`config.mk`:
```
export PLATFORM = sky130hd
export DESIGN_NAME = ack_slave
export DESIGN_NICKNAME = d
export VERILOG_FILES = /design/src/hw/ack_ctrl_pkg.sv /design/src/hw/bus_sense_if.sv /design/src/hw/line_sense.sv /design/src/hw/ack_slave.sv
export SDC_FILE = /design/constraint.sdc
export NUM_CORES = 1
export LEC_CHECK = 0
export ABC_AREA = 1
export BUFFER_PORTS_ARGS = -buffer_cell sky130_fd_sc_hd__clkbuf_2
export CAP_MARGIN = 40
export CORE_MARGIN = 8
export CORE_UTILIZATION = 35
export DETAILED_ROUTE_END_ITERATION = 7
export SLEW_MARGIN = 20
export SYNTH_ARGS = -nofsm -noshare
export SYNTH_HDL_FRONTEND = slang
export SYNTH_SLANG_ARGS = --single-unit
```
`constraint.sdc`:
```
create_clock -name core_clk -period 3.91 [get_ports core_clk]
set_clock_uncertainty 0.05 [all_clocks]
set_input_delay 0.782 -clock core_clk [delete_from_list [all_inputs] [get_ports core_clk]]
set_output_delay 0.782 -clock core_clk [all_outputs]
set_load 0.005 [all_outputs]
```
`src/hw/ack_ctrl_pkg.sv`:
```
// Constants and types shared by the acknowledge-handling serial slave
package ack_ctrl_pkg;

  // ----------------------------------------
  // Widths
  // ----------------------------------------
  localparam int DATA_W = 8;
  localparam int ADDR_W = 8;
  localparam int IRQ_W = 4;

  // ----------------------------------------
  // Register offsets
  // ----------------------------------------
  localparam logic [ADDR_W-1:0] REG_CTRL = 8'h00;
  localparam logic [ADDR_W-1:0] REG_STATUS = 8'h01;
  localparam logic [ADDR_W-1:0] REG_SLAVE_ADDR = 8'h02;
  localparam logic [ADDR_W-1:0] REG_DATA = 8'h03;
  localparam logic [ADDR_W-1:0] REG_IRQ_STATUS = 8'h04;
  localparam logic [ADDR_W-1:0] REG_IRQ_MASK = 8'h05;
  localparam logic [ADDR_W-1:0] REG_RELEASE = 8'h06;

  // ----------------------------------------
  // Field positions
  // ----------------------------------------
  localparam int CTRL_ADDR_HOLD = 0;
  localparam int CTRL_DATA_HOLD = 1;
  localparam int CTRL_ACK_VALUE = 2;
  localparam int ST_ACK_RESULT = 0;
  localparam int ST_ACK_TIME = 1;
  localparam int ST_BUF_FULL = 2;
  localparam int ST_OVERFLOW = 3;
  localparam int ST_READ_REQ = 4;
  localparam int ST_CLK_HOLD = 5;
  localparam int IRQ_BYTE = 0;
  localparam int IRQ_ACK_TIME = 1;
  localparam int IRQ_NACK = 2;
  localparam int IRQ_STOP = 3;

  // ----------------------------------------
  // Reset values and counts
  // ----------------------------------------
  localparam logic [DATA_W-1:0] CTRL_RESET = 8'h00;
  localparam logic [DATA_W-1:0] SLAVE_ADDR_RESET = 8'h00;
  localparam logic [DATA_W-1:0] DATA_RESET = 8'h00;
  localparam logic [IRQ_W-1:0] IRQ_RESET = 4'h0;
  localparam logic [3:0] BYTE_BITS = 4'h8;

  // ----------------------------------------
  // Engine states
  // ----------------------------------------
  typedef enum logic [2:0] {
    ST_IDLE, ST_ADDR, ST_RX, ST_ACK_OUT, ST_TX, ST_ACK_IN, ST_WAIT
  } ack_state_t;

endpackage : ack_ctrl_pkg

```
`src/hw/bus_sense_if.sv`:
```
// Conditioned bus line levels and events passed from the sampler
`timescale 1ns/1ps
interface bus_sense_if;
  logic scl;
  logic sda;
  logic scl_rise;
  logic scl_fall;
  logic start;
  logic stop;
  modport src (output scl, sda, scl_rise, scl_fall, start, stop);
  modport dst (input scl, sda, scl_rise, scl_fall, start, stop);
endinterface : bus_sense_if

```
`src/hw/line_sense.sv`:
```
// Two-stage sampler and edge/condition detector for the bus lines
`timescale 1ns/1ps
module line_sense (
  // Clock and reset
  input wire logic core_clk,
  input wire logic nrst,
  // Raw pins
  input wire logic scl_in,
  input wire logic sda_in,
  // Conditioned view
  bus_sense_if.src sense
);

  logic scl_meta;
  logic sda_meta;
  logic scl_sync;
  logic sda_sync;
  logic scl_prev;
  logic sda_prev;

  // ----------------------------------------
  // Synchronisers
  // ----------------------------------------
  always_ff @(posedge core_clk or negedge nrst) begin
    if (!nrst) begin
      scl_meta <= 1'b1;
      sda_meta <= 1'b1;
      scl_sync <= 1'b1;
      sda_sync <= 1'b1;
      scl_prev <= 1'b1;
      sda_prev <= 1'b1;
    end else begin
      scl_meta <= scl_in;
      sda_meta <= sda_in;
      scl_sync <= scl_meta;
      sda_sync <= sda_meta;
      scl_prev <= scl_sync;
      sda_prev <= sda_sync;
    end
  end

  // ----------------------------------------
  // Events
  // ----------------------------------------
  // Lines idle high, so reset to high avoids a false edge
  assign sense.scl = scl_sync;
  assign sense.sda = sda_sync;
  assign sense.scl_rise = scl_sync && !scl_prev;
  assign sense.scl_fall = !scl_sync && scl_prev;
  assign sense.start = scl_sync && scl_prev && sda_prev && !sda_sync;
  assign sense.stop = scl_sync && scl_prev && !sda_prev && sda_sync;

endmodule : line_sense

```
`src/hw/ack_slave.sv`:
```
// Serial bus slave with acknowledge generation, clock hold and status
`timescale 1ns/1ps
module ack_slave (
  // Clock and reset
  input wire logic core_clk,
  input wire logic nrst,
  // Bus pins, open drain
  input wire logic scl_in,
  input wire logic sda_in,
  output logic scl_out,
  output logic scl_oe,
  output logic sda_out,
  output logic sda_oe,
  // Register port
  input wire logic [ack_ctrl_pkg::ADDR_W-1:0] reg_addr,
  input wire logic [ack_ctrl_pkg::DATA_W-1:0] reg_wdata,
  input wire logic reg_wr,
  input wire logic reg_rd,
  output logic [ack_ctrl_pkg::DATA_W-1:0] reg_rdata,
  // Interrupt
  output logic irq
);
  import ack_ctrl_pkg::*;

  // ----------------------------------------
  // Declarations
  // ----------------------------------------
  bus_sense_if sense ();

  ack_state_t state;
  logic [3:0] bit_cnt;
  logic [DATA_W-1:0] shift;
  logic [DATA_W-1:0] tx_shift;
  logic rw;
  logic from_addr;
  logic ack_given;
  logic nack_forced;
  logic manual_ack;

  logic [DATA_W-1:0] serial_port_control_two;
  logic [DATA_W-1:0] slave_address_reg;
  logic [DATA_W-1:0] rx_buf;
  logic [DATA_W-1:0] tx_buf;
  logic [IRQ_W-1:0] irq_status;
  logic [IRQ_W-1:0] irq_mask;
  logic [IRQ_W-1:0] events;
  logic [DATA_W-1:0] status_val;
  logic [DATA_W-1:0] next_rdata;

  logic ack_result_flag;
  logic ack_time_flag;
  logic buffer_full_flag;
  logic receive_overflow_flag;

  logic manual;
  logic withhold;
  logic byte_done;
  logic addr_hit;
  logic accept;
  logic ack9_fall;
  logic ack_in_rise;
  logic release_wr;
  logic data_rd;

  // ----------------------------------------
  // Helpers
  // ----------------------------------------
  function automatic logic reg_hit(input logic [ADDR_W-1:0] addr,
                                   input logic [ADDR_W-1:0] off);
    reg_hit = (addr == off);
  endfunction : reg_hit

  // Seven-bit match; the direction bit is left out
  function automatic logic addr_match(input logic [DATA_W-1:0] rx,
                                      input logic [DATA_W-1:0] own);
    addr_match = (rx[7:1] == own[6:0]);
  endfunction : addr_match

  // ----------------------------------------
  // Line sampler
  // ----------------------------------------
  line_sense u_sense (
    .core_clk(core_clk),
    .nrst(nrst),
    .scl_in(scl_in),
    .sda_in(sda_in),
    .sense(sense)
  );

  // ----------------------------------------
  // Decode of bus events
  // ----------------------------------------
  assign manual = serial_port_control_two[CTRL_ADDR_HOLD] |
                  serial_port_control_two[CTRL_DATA_HOLD];
  assign withhold = buffer_full_flag | receive_overflow_flag;
  assign byte_done = sense.scl_fall && (bit_cnt == BYTE_BITS) &&
                     (state == ST_ADDR || state == ST_RX);
  assign addr_hit = addr_match(shift, slave_address_reg);
  assign accept = byte_done && (state == ST_RX || addr_hit);
  assign ack9_fall = sense.scl_fall && (state == ST_ACK_OUT);
  assign ack_in_rise = sense.scl_rise && (state == ST_ACK_IN);
  assign release_wr = reg_wr && reg_hit(reg_addr, REG_RELEASE);
  assign data_rd = reg_rd && reg_hit(reg_addr, REG_DATA);

  // ----------------------------------------
  // Bus engine
  // ----------------------------------------
  always_ff @(posedge core_clk or negedge nrst) begin
    if (!nrst) begin
      state <= ST_IDLE;
      bit_cnt <= 4'h0;
      shift <= DATA_RESET;
      tx_shift <= DATA_RESET;
      rw <= 1'b0;
      from_addr <= 1'b0;
      ack_given <= 1'b0;
      nack_forced <= 1'b0;
      manual_ack <= 1'b0;
      sda_oe <= 1'b0;
    end else if (sense.start) begin
      // Start or repeated start always restarts address phase
      state <= ST_ADDR;
      bit_cnt <= 4'h0;
      sda_oe <= 1'b0;
    end else if (sense.stop) begin
      state <= ST_IDLE;
      sda_oe <= 1'b0;
    end else begin
      case (state)
        ST_ADDR, ST_RX: begin
          if (sense.scl_rise) begin
            shift <= {shift[6:0], sense.sda};
            bit_cnt <= bit_cnt + 4'h1;
          end else if (byte_done) begin
            if (state == ST_ADDR && !addr_hit) begin
              state <= ST_WAIT;
            end else begin
              state <= ST_ACK_OUT;
              from_addr <= (state == ST_ADDR);
              if (state == ST_ADDR) begin
                rw <= shift[0];
              end
              nack_forced <= withhold;
              manual_ack <= manual;
              // Auto answer goes out one cycle after the eighth fall
              sda_oe <= !manual && !withhold;
              ack_given <= !manual && !withhold;
            end
          end
        end
        ST_ACK_OUT: begin
          if (ack9_fall) begin
            bit_cnt <= 4'h0;
            if (!ack_given) begin
              state <= ST_WAIT;
              sda_oe <= 1'b0;
            end else if (from_addr && rw) begin
              state <= ST_TX;
              tx_shift <= tx_buf;
              sda_oe <= !tx_buf[7];
            end else begin
              state <= ST_RX;
              sda_oe <= 1'b0;
            end
          end else if (release_wr && scl_oe && manual_ack) begin
            // Software answer, still refused when the buffer was busy
            sda_oe <= !serial_port_control_two[CTRL_ACK_VALUE] && !nack_forced;
            ack_given <= !serial_port_control_two[CTRL_ACK_VALUE] && !nack_forced;
          end
        end
        ST_TX: begin
          if (sense.scl_rise) begin
            bit_cnt <= bit_cnt + 4'h1;
          end else if (sense.scl_fall) begin
            if (bit_cnt == BYTE_BITS) begin
              state <= ST_ACK_IN;
              sda_oe <= 1'b0;
            end else begin
              tx_shift <= {tx_shift[6:0], 1'b0};
              sda_oe <= !tx_shift[6];
            end
          end
        end
        ST_ACK_IN: begin
          if (sense.scl_fall) begin
            bit_cnt <= 4'h0;
            if (!ack_result_flag) begin
              // Next byte reuses whatever software left in the buffer
              state <= ST_TX;
              tx_shift <= tx_buf;
              sda_oe <= !tx_buf[7];
            end else begin
              state <= ST_WAIT;
            end
          end
        end
        default: begin
          sda_oe <= 1'b0;
        end
      endcase
    end
  end

  // ----------------------------------------
  // Acknowledge result
  // ----------------------------------------
  always_ff @(posedge core_clk or negedge nrst) begin
    if (!nrst) begin
      ack_result_flag <= 1'b0;
    end else if (ack_in_rise) begin
      ack_result_flag <= sense.sda;
    end
  end

  // ----------------------------------------
  // Acknowledge time and clock hold
  // ----------------------------------------
  always_ff @(posedge core_clk or negedge nrst) begin
    if (!nrst) begin
      ack_time_flag <= 1'b0;
    end else if (accept && manual) begin
      ack_time_flag <= 1'b1;
    end else if (ack9_fall || sense.start || sense.stop || !manual) begin
      ack_time_flag <= 1'b0;
    end
  end

  // Holding SCL low gives software unlimited time to decide
  always_ff @(posedge core_clk or negedge nrst) begin
    if (!nrst) begin
      scl_oe <= 1'b0;
    end else if (accept && manual) begin
      scl_oe <= 1'b1;
    end else if (release_wr || sense.start || sense.stop) begin
      scl_oe <= 1'b0;
    end
  end

  // Open drain: only the enables move
  always_ff @(posedge core_clk or negedge nrst) begin
    if (!nrst) begin
      scl_out <= 1'b0;
      sda_out <= 1'b0;
    end else begin
      scl_out <= 1'b0;
      sda_out <= 1'b0;
    end
  end

  // ----------------------------------------
  // Receive buffer and its flags
  // ----------------------------------------
  always_ff @(posedge core_clk or negedge nrst) begin
    if (!nrst) begin
      rx_buf <= DATA_RESET;
    end else if (accept && !buffer_full_flag) begin
      rx_buf <= shift;
    end
  end

  // Fill wins over a read in the same cycle
  always_ff @(posedge core_clk or negedge nrst) begin
    if (!nrst) begin
      buffer_full_flag <= 1'b0;
    end else if (accept && !buffer_full_flag) begin
      buffer_full_flag <= 1'b1;
    end else if (data_rd) begin
      buffer_full_flag <= 1'b0;
    end
  end

  always_ff @(posedge core_clk or negedge nrst) begin
    if (!nrst) begin
      receive_overflow_flag <= 1'b0;
    end else if (accept && buffer_full_flag) begin
      receive_overflow_flag <= 1'b1;
    end else if (reg_wr && reg_hit(reg_addr, REG_STATUS) &&
                 reg_wdata[ST_OVERFLOW]) begin
      receive_overflow_flag <= 1'b0;
    end
  end

  // ----------------------------------------
  // Software registers
  // ----------------------------------------
  always_ff @(posedge core_clk or negedge nrst) begin
    if (!nrst) begin
      serial_port_control_two <= CTRL_RESET;
      slave_address_reg <= SLAVE_ADDR_RESET;
      tx_buf <= DATA_RESET;
      irq_mask <= IRQ_RESET;
    end else if (reg_wr) begin
      if (reg_hit(reg_addr, REG_CTRL)) begin
        serial_port_control_two <= reg_wdata;
      end else if (reg_hit(reg_addr, REG_SLAVE_ADDR)) begin
        slave_address_reg <= reg_wdata;
      end else if (reg_hit(reg_addr, REG_DATA)) begin
        tx_buf <= reg_wdata;
      end else if (reg_hit(reg_addr, REG_IRQ_MASK)) begin
        irq_mask <= reg_wdata[IRQ_W-1:0];
      end
    end
  end

  // ----------------------------------------
  // Interrupts
  // ----------------------------------------
  always_comb begin
    events = '0;
    events[IRQ_BYTE] = accept;
    events[IRQ_ACK_TIME] = accept && manual;
    events[IRQ_NACK] = ack_in_rise && sense.sda;
    events[IRQ_STOP] = sense.stop;
  end

  // Write one to clear; a new event in the same cycle survives
  always_ff @(posedge core_clk or negedge nrst) begin
    if (!nrst) begin
      irq_status <= IRQ_RESET;
    end else if (reg_wr && reg_hit(reg_addr, REG_IRQ_STATUS)) begin
      irq_status <= (irq_status & ~reg_wdata[IRQ_W-1:0]) | events;
    end else begin
      irq_status <= irq_status | events;
    end
  end

  always_ff @(posedge core_clk or negedge nrst) begin
    if (!nrst) begin
      irq <= 1'b0;
    end else begin
      irq <= |(irq_status & irq_mask);
    end
  end

  // ----------------------------------------
  // Read path
  // ----------------------------------------
  always_comb begin
    status_val = '0;
    status_val[ST_ACK_RESULT] = ack_result_flag;
    // Gated so a hold-off write hides the flag in the very next read
    status_val[ST_ACK_TIME] = ack_time_flag && manual;
    status_val[ST_BUF_FULL] = buffer_full_flag;
    status_val[ST_OVERFLOW] = receive_overflow_flag;
    status_val[ST_READ_REQ] = rw;
    status_val[ST_CLK_HOLD] = scl_oe;
  end

  always_comb begin
    next_rdata = '0;
    if (reg_hit(reg_addr, REG_CTRL)) begin
      next_rdata = serial_port_control_two;
    end else if (reg_hit(reg_addr, REG_STATUS)) begin
      next_rdata = status_val;
    end else if (reg_hit(reg_addr, REG_SLAVE_ADDR)) begin
      next_rdata = slave_address_reg;
    end else if (reg_hit(reg_addr, REG_DATA)) begin
      next_rdata = rx_buf;
    end else if (reg_hit(reg_addr, REG_IRQ_STATUS)) begin
      next_rdata = {{(DATA_W-IRQ_W){1'b0}}, irq_status};
    end else if (reg_hit(reg_addr, REG_IRQ_MASK)) begin
      next_rdata = {{(DATA_W-IRQ_W){1'b0}}, irq_mask};
    end
  end

  // Data stand only in the cycle after the strobe
  always_ff @(posedge core_clk or negedge nrst) begin
    if (!nrst) begin
      reg_rdata <= '0;
    end else if (reg_rd) begin
      reg_rdata <= next_rdata;
    end else begin
      reg_rdata <= '0;
    end
  end

endmodule : ack_slave

```
==> run metrics <==
status=finished clean; pin count of the biggest net entering global routing=41; Critical Path AT=roughly 2.3 ns; HPWL after detailed placement=8121 um; Yosys cell types=39; footprint of the multi-input gates=1873 sq um; post-cts sizing count=0; clk sink count=88; vias in the first global route=3,587; GR Overflow Total=0; core area=12,470 sq um; first-pass GRT wire length=18,080 um; post-synthesis mux area share=1.362%; M2 GR Usage=a little over a fifth; DR vias/cell=4.871; die width=about 130 um; most frequent cells in the layout=167 x nand2_1, 82 x dfrtp_1, 52 x inv_1; met1 Use GR=a little under a fifth; Post-synth EDFFs=0; aggregate routed wire length=10,720 um; Cells after DPL=about 740; max_cap viols=0; Avg WL per Cell=around 14 um; fmax=~480 MHz; worst r2r src=state[1]; die area=roughly 16,000 sq um; Critical Path RT=4.13 ns; Hold WS=0.3054 ns; Final Cell Area=5047 sq um; placer's final routability congestion estimate=0.9123; H-tree depth=3; register area=2210 sq um; n_diodes=0; mapped cell area=roughly 4400 sq um; synth top area cells=dfrtp_1 47%, nand2_1 14%, inv_1 4.4%; most common cell after layout, fill and taps aside=nand2_1; max-slew violations=0; Final Non-Filler Cells=~750; layout cells sized above 1=18.65%; crit path kind=in2reg; Synth area leader=dfrtp_1; CTS Hold Bufs=0; nets=598; DRC viols=0; GR Layer Usage met3=roughly 2.9%; initial antenna violation count=0; sequential fraction of the synthesis area=around half; synthesized area per cell=8.198 sq um; CP max stage delay=0.53 ns; Placement Setup Slack=1.507 ns; CP max FO=16; area delta synth->final=14.44%; # port buffers=32; cell count after synthesis=538; Simple-Gate Fraction of Synth Area=26.61%; fin crit period=roughly 2.1 ns; Critical Path Source Type=input pin; reg2reg end=state[0]; Max VDD drop=approximately 0.00018 V; Synth Area in XOR/XNOR=less than 1%; Top Ports=35; Compound-Gate Fraction of Synth Area=13.36%; FF+latch count, synth=between 80 and 90; Starting Density=35.38%; filler cell count=1,236; total chip power=2.834 mW; post-synthesis adder-cell area fraction=0.5674%; placed cell areas=4732 sq um; busiest metal layer after global routing=met2; r2r worst-path depth=9; CTS tree=yes; final number of setup-violating endpoints=0; FF-to-FF setup slack=1.93 ns; largest family of logic cells by synthesized area=simple AND/OR/NAND/NOR gates; worst slew pin tran=0.6521 ns; Clk Latency, worst-skew pair=between 0.3 and 0.4 ns; ys async rst share=100.0%; Overall Global Routing Usage=13.93%; CP Capture Type=flop; die height=128.3 um; Antenna Nets Post-Route=0; max_slew headroom=a little under three fifths; Fin. Hold Viols=0; Ys Warns=0; first-pass detailed-route iteration total=5; 1st-iter DRT viols=318; final core utilization=40.49%; Site Rows=41; clk root buf=clkbuf_16; DR vias=3,658; predominant post-synthesis flop cell=dfrtp_1; CP startpoint=reg_addr[7]; Leak=2.532 nW; Cell Chain, Critical Path=clkbuf_2 -> nor2_1 -> nand2_1 -> nor4_4 -> nor2_1 -> nand2_2 -> nand2_1 -> o21ai_1; TritonCTS Buffers=9; Power Dens Cells=561.4 nW/um^2; top-area cell type share of the netlist area=about 47%; setup ws final=1.819 ns; Worst Hold Class=reg2reg; postcts setup bufs=0; Clock Pin Slew Worst Setup and Hold Paths=around 0.070 ns; Final Cycle Share=53.47%; Setup crit end=slave_address_reg[1]; setup_tns=0 ns; Slowest-stage cell, CP=nor4_4; clk buf depth=2; RSZ-0062 raised after global routing=no
==> worst min path at each step <==
stage                startpoint           endpoint  slack, ns  cells after the start
4_1_cts        u_sense.sda_meta  u_sense.sense.sda       0.31                      0
5_1_grt        u_sense.sda_meta  u_sense.sense.sda       0.31                      0
6_report       u_sense.sda_meta  u_sense.sense.sda       0.31                      0
3_3_place_gp   u_sense.sda_meta  u_sense.sense.sda       0.30                      0
3_5_place_dp   u_sense.sda_meta  u_sense.sense.sda       0.30                      0
2_1_floorplan  u_sense.scl_meta  u_sense.sense.scl       0.30                      0
==> synth_stat cells, drive strengths merged, types with 3 or more instances <==
master    n
a21oi    13
a31oi     3
buf       9
dfrtp    82
dfstp     6
inv      64
mux2i     6
nand2   174
nand3    32
nand4     6
nor2     41
nor3      6
o21ai    75
or2       4
==> cell families (layout without fill, tap and decap cells) <==
kind of cell / Yosys count / after routing
AO/OA/AOI/OAI: 98 / 98
flip-flops: 88 / 88
multiplexers: 6 / 6
adder cells (fa/ha/maj): 2 / 2
XOR/XNOR: 2 / 2
AND/OR/NAND/NOR: 266 / 266
buffers and inverters: 75 / 115
other: 1 / 2
==> worst max-delay path: cells and delay by family <==
family / cells / cell delay [ns]
buf+inv: 1 / 0.08
compound gates: 1 / 0.10
simple gates: 6 / 1.34
==> metal layers <==
layer	routed length (um)	part of all wire, %
met3	443	4.1
met1	5086	47
met2	4983	46
met4	209	1.9
met5	0	0
==> report_power, final <==
| part | switching, mW | internal (mW) |
|---|---|---|
| clock network | 0.363 | 0.533 |
| logic | 0.543 | 0.265 |
| registers | 0.0966 | 1.03 |
| total | 1.00 | 1.83 |
==> area by class of cell <==
cell class | count | share of cell area (%)
tap | 172 | 4.264
sequential | 88 | 43.78
inverter | 65 | 4.834
timing repair buffer | 34 | 3.768
clock inverter | 5 | 1.239
clock buffer | 11 | 5.007
multi-input combinational | 376 | 37.11
Note: power is estimated with default switching activity, not from simulation.
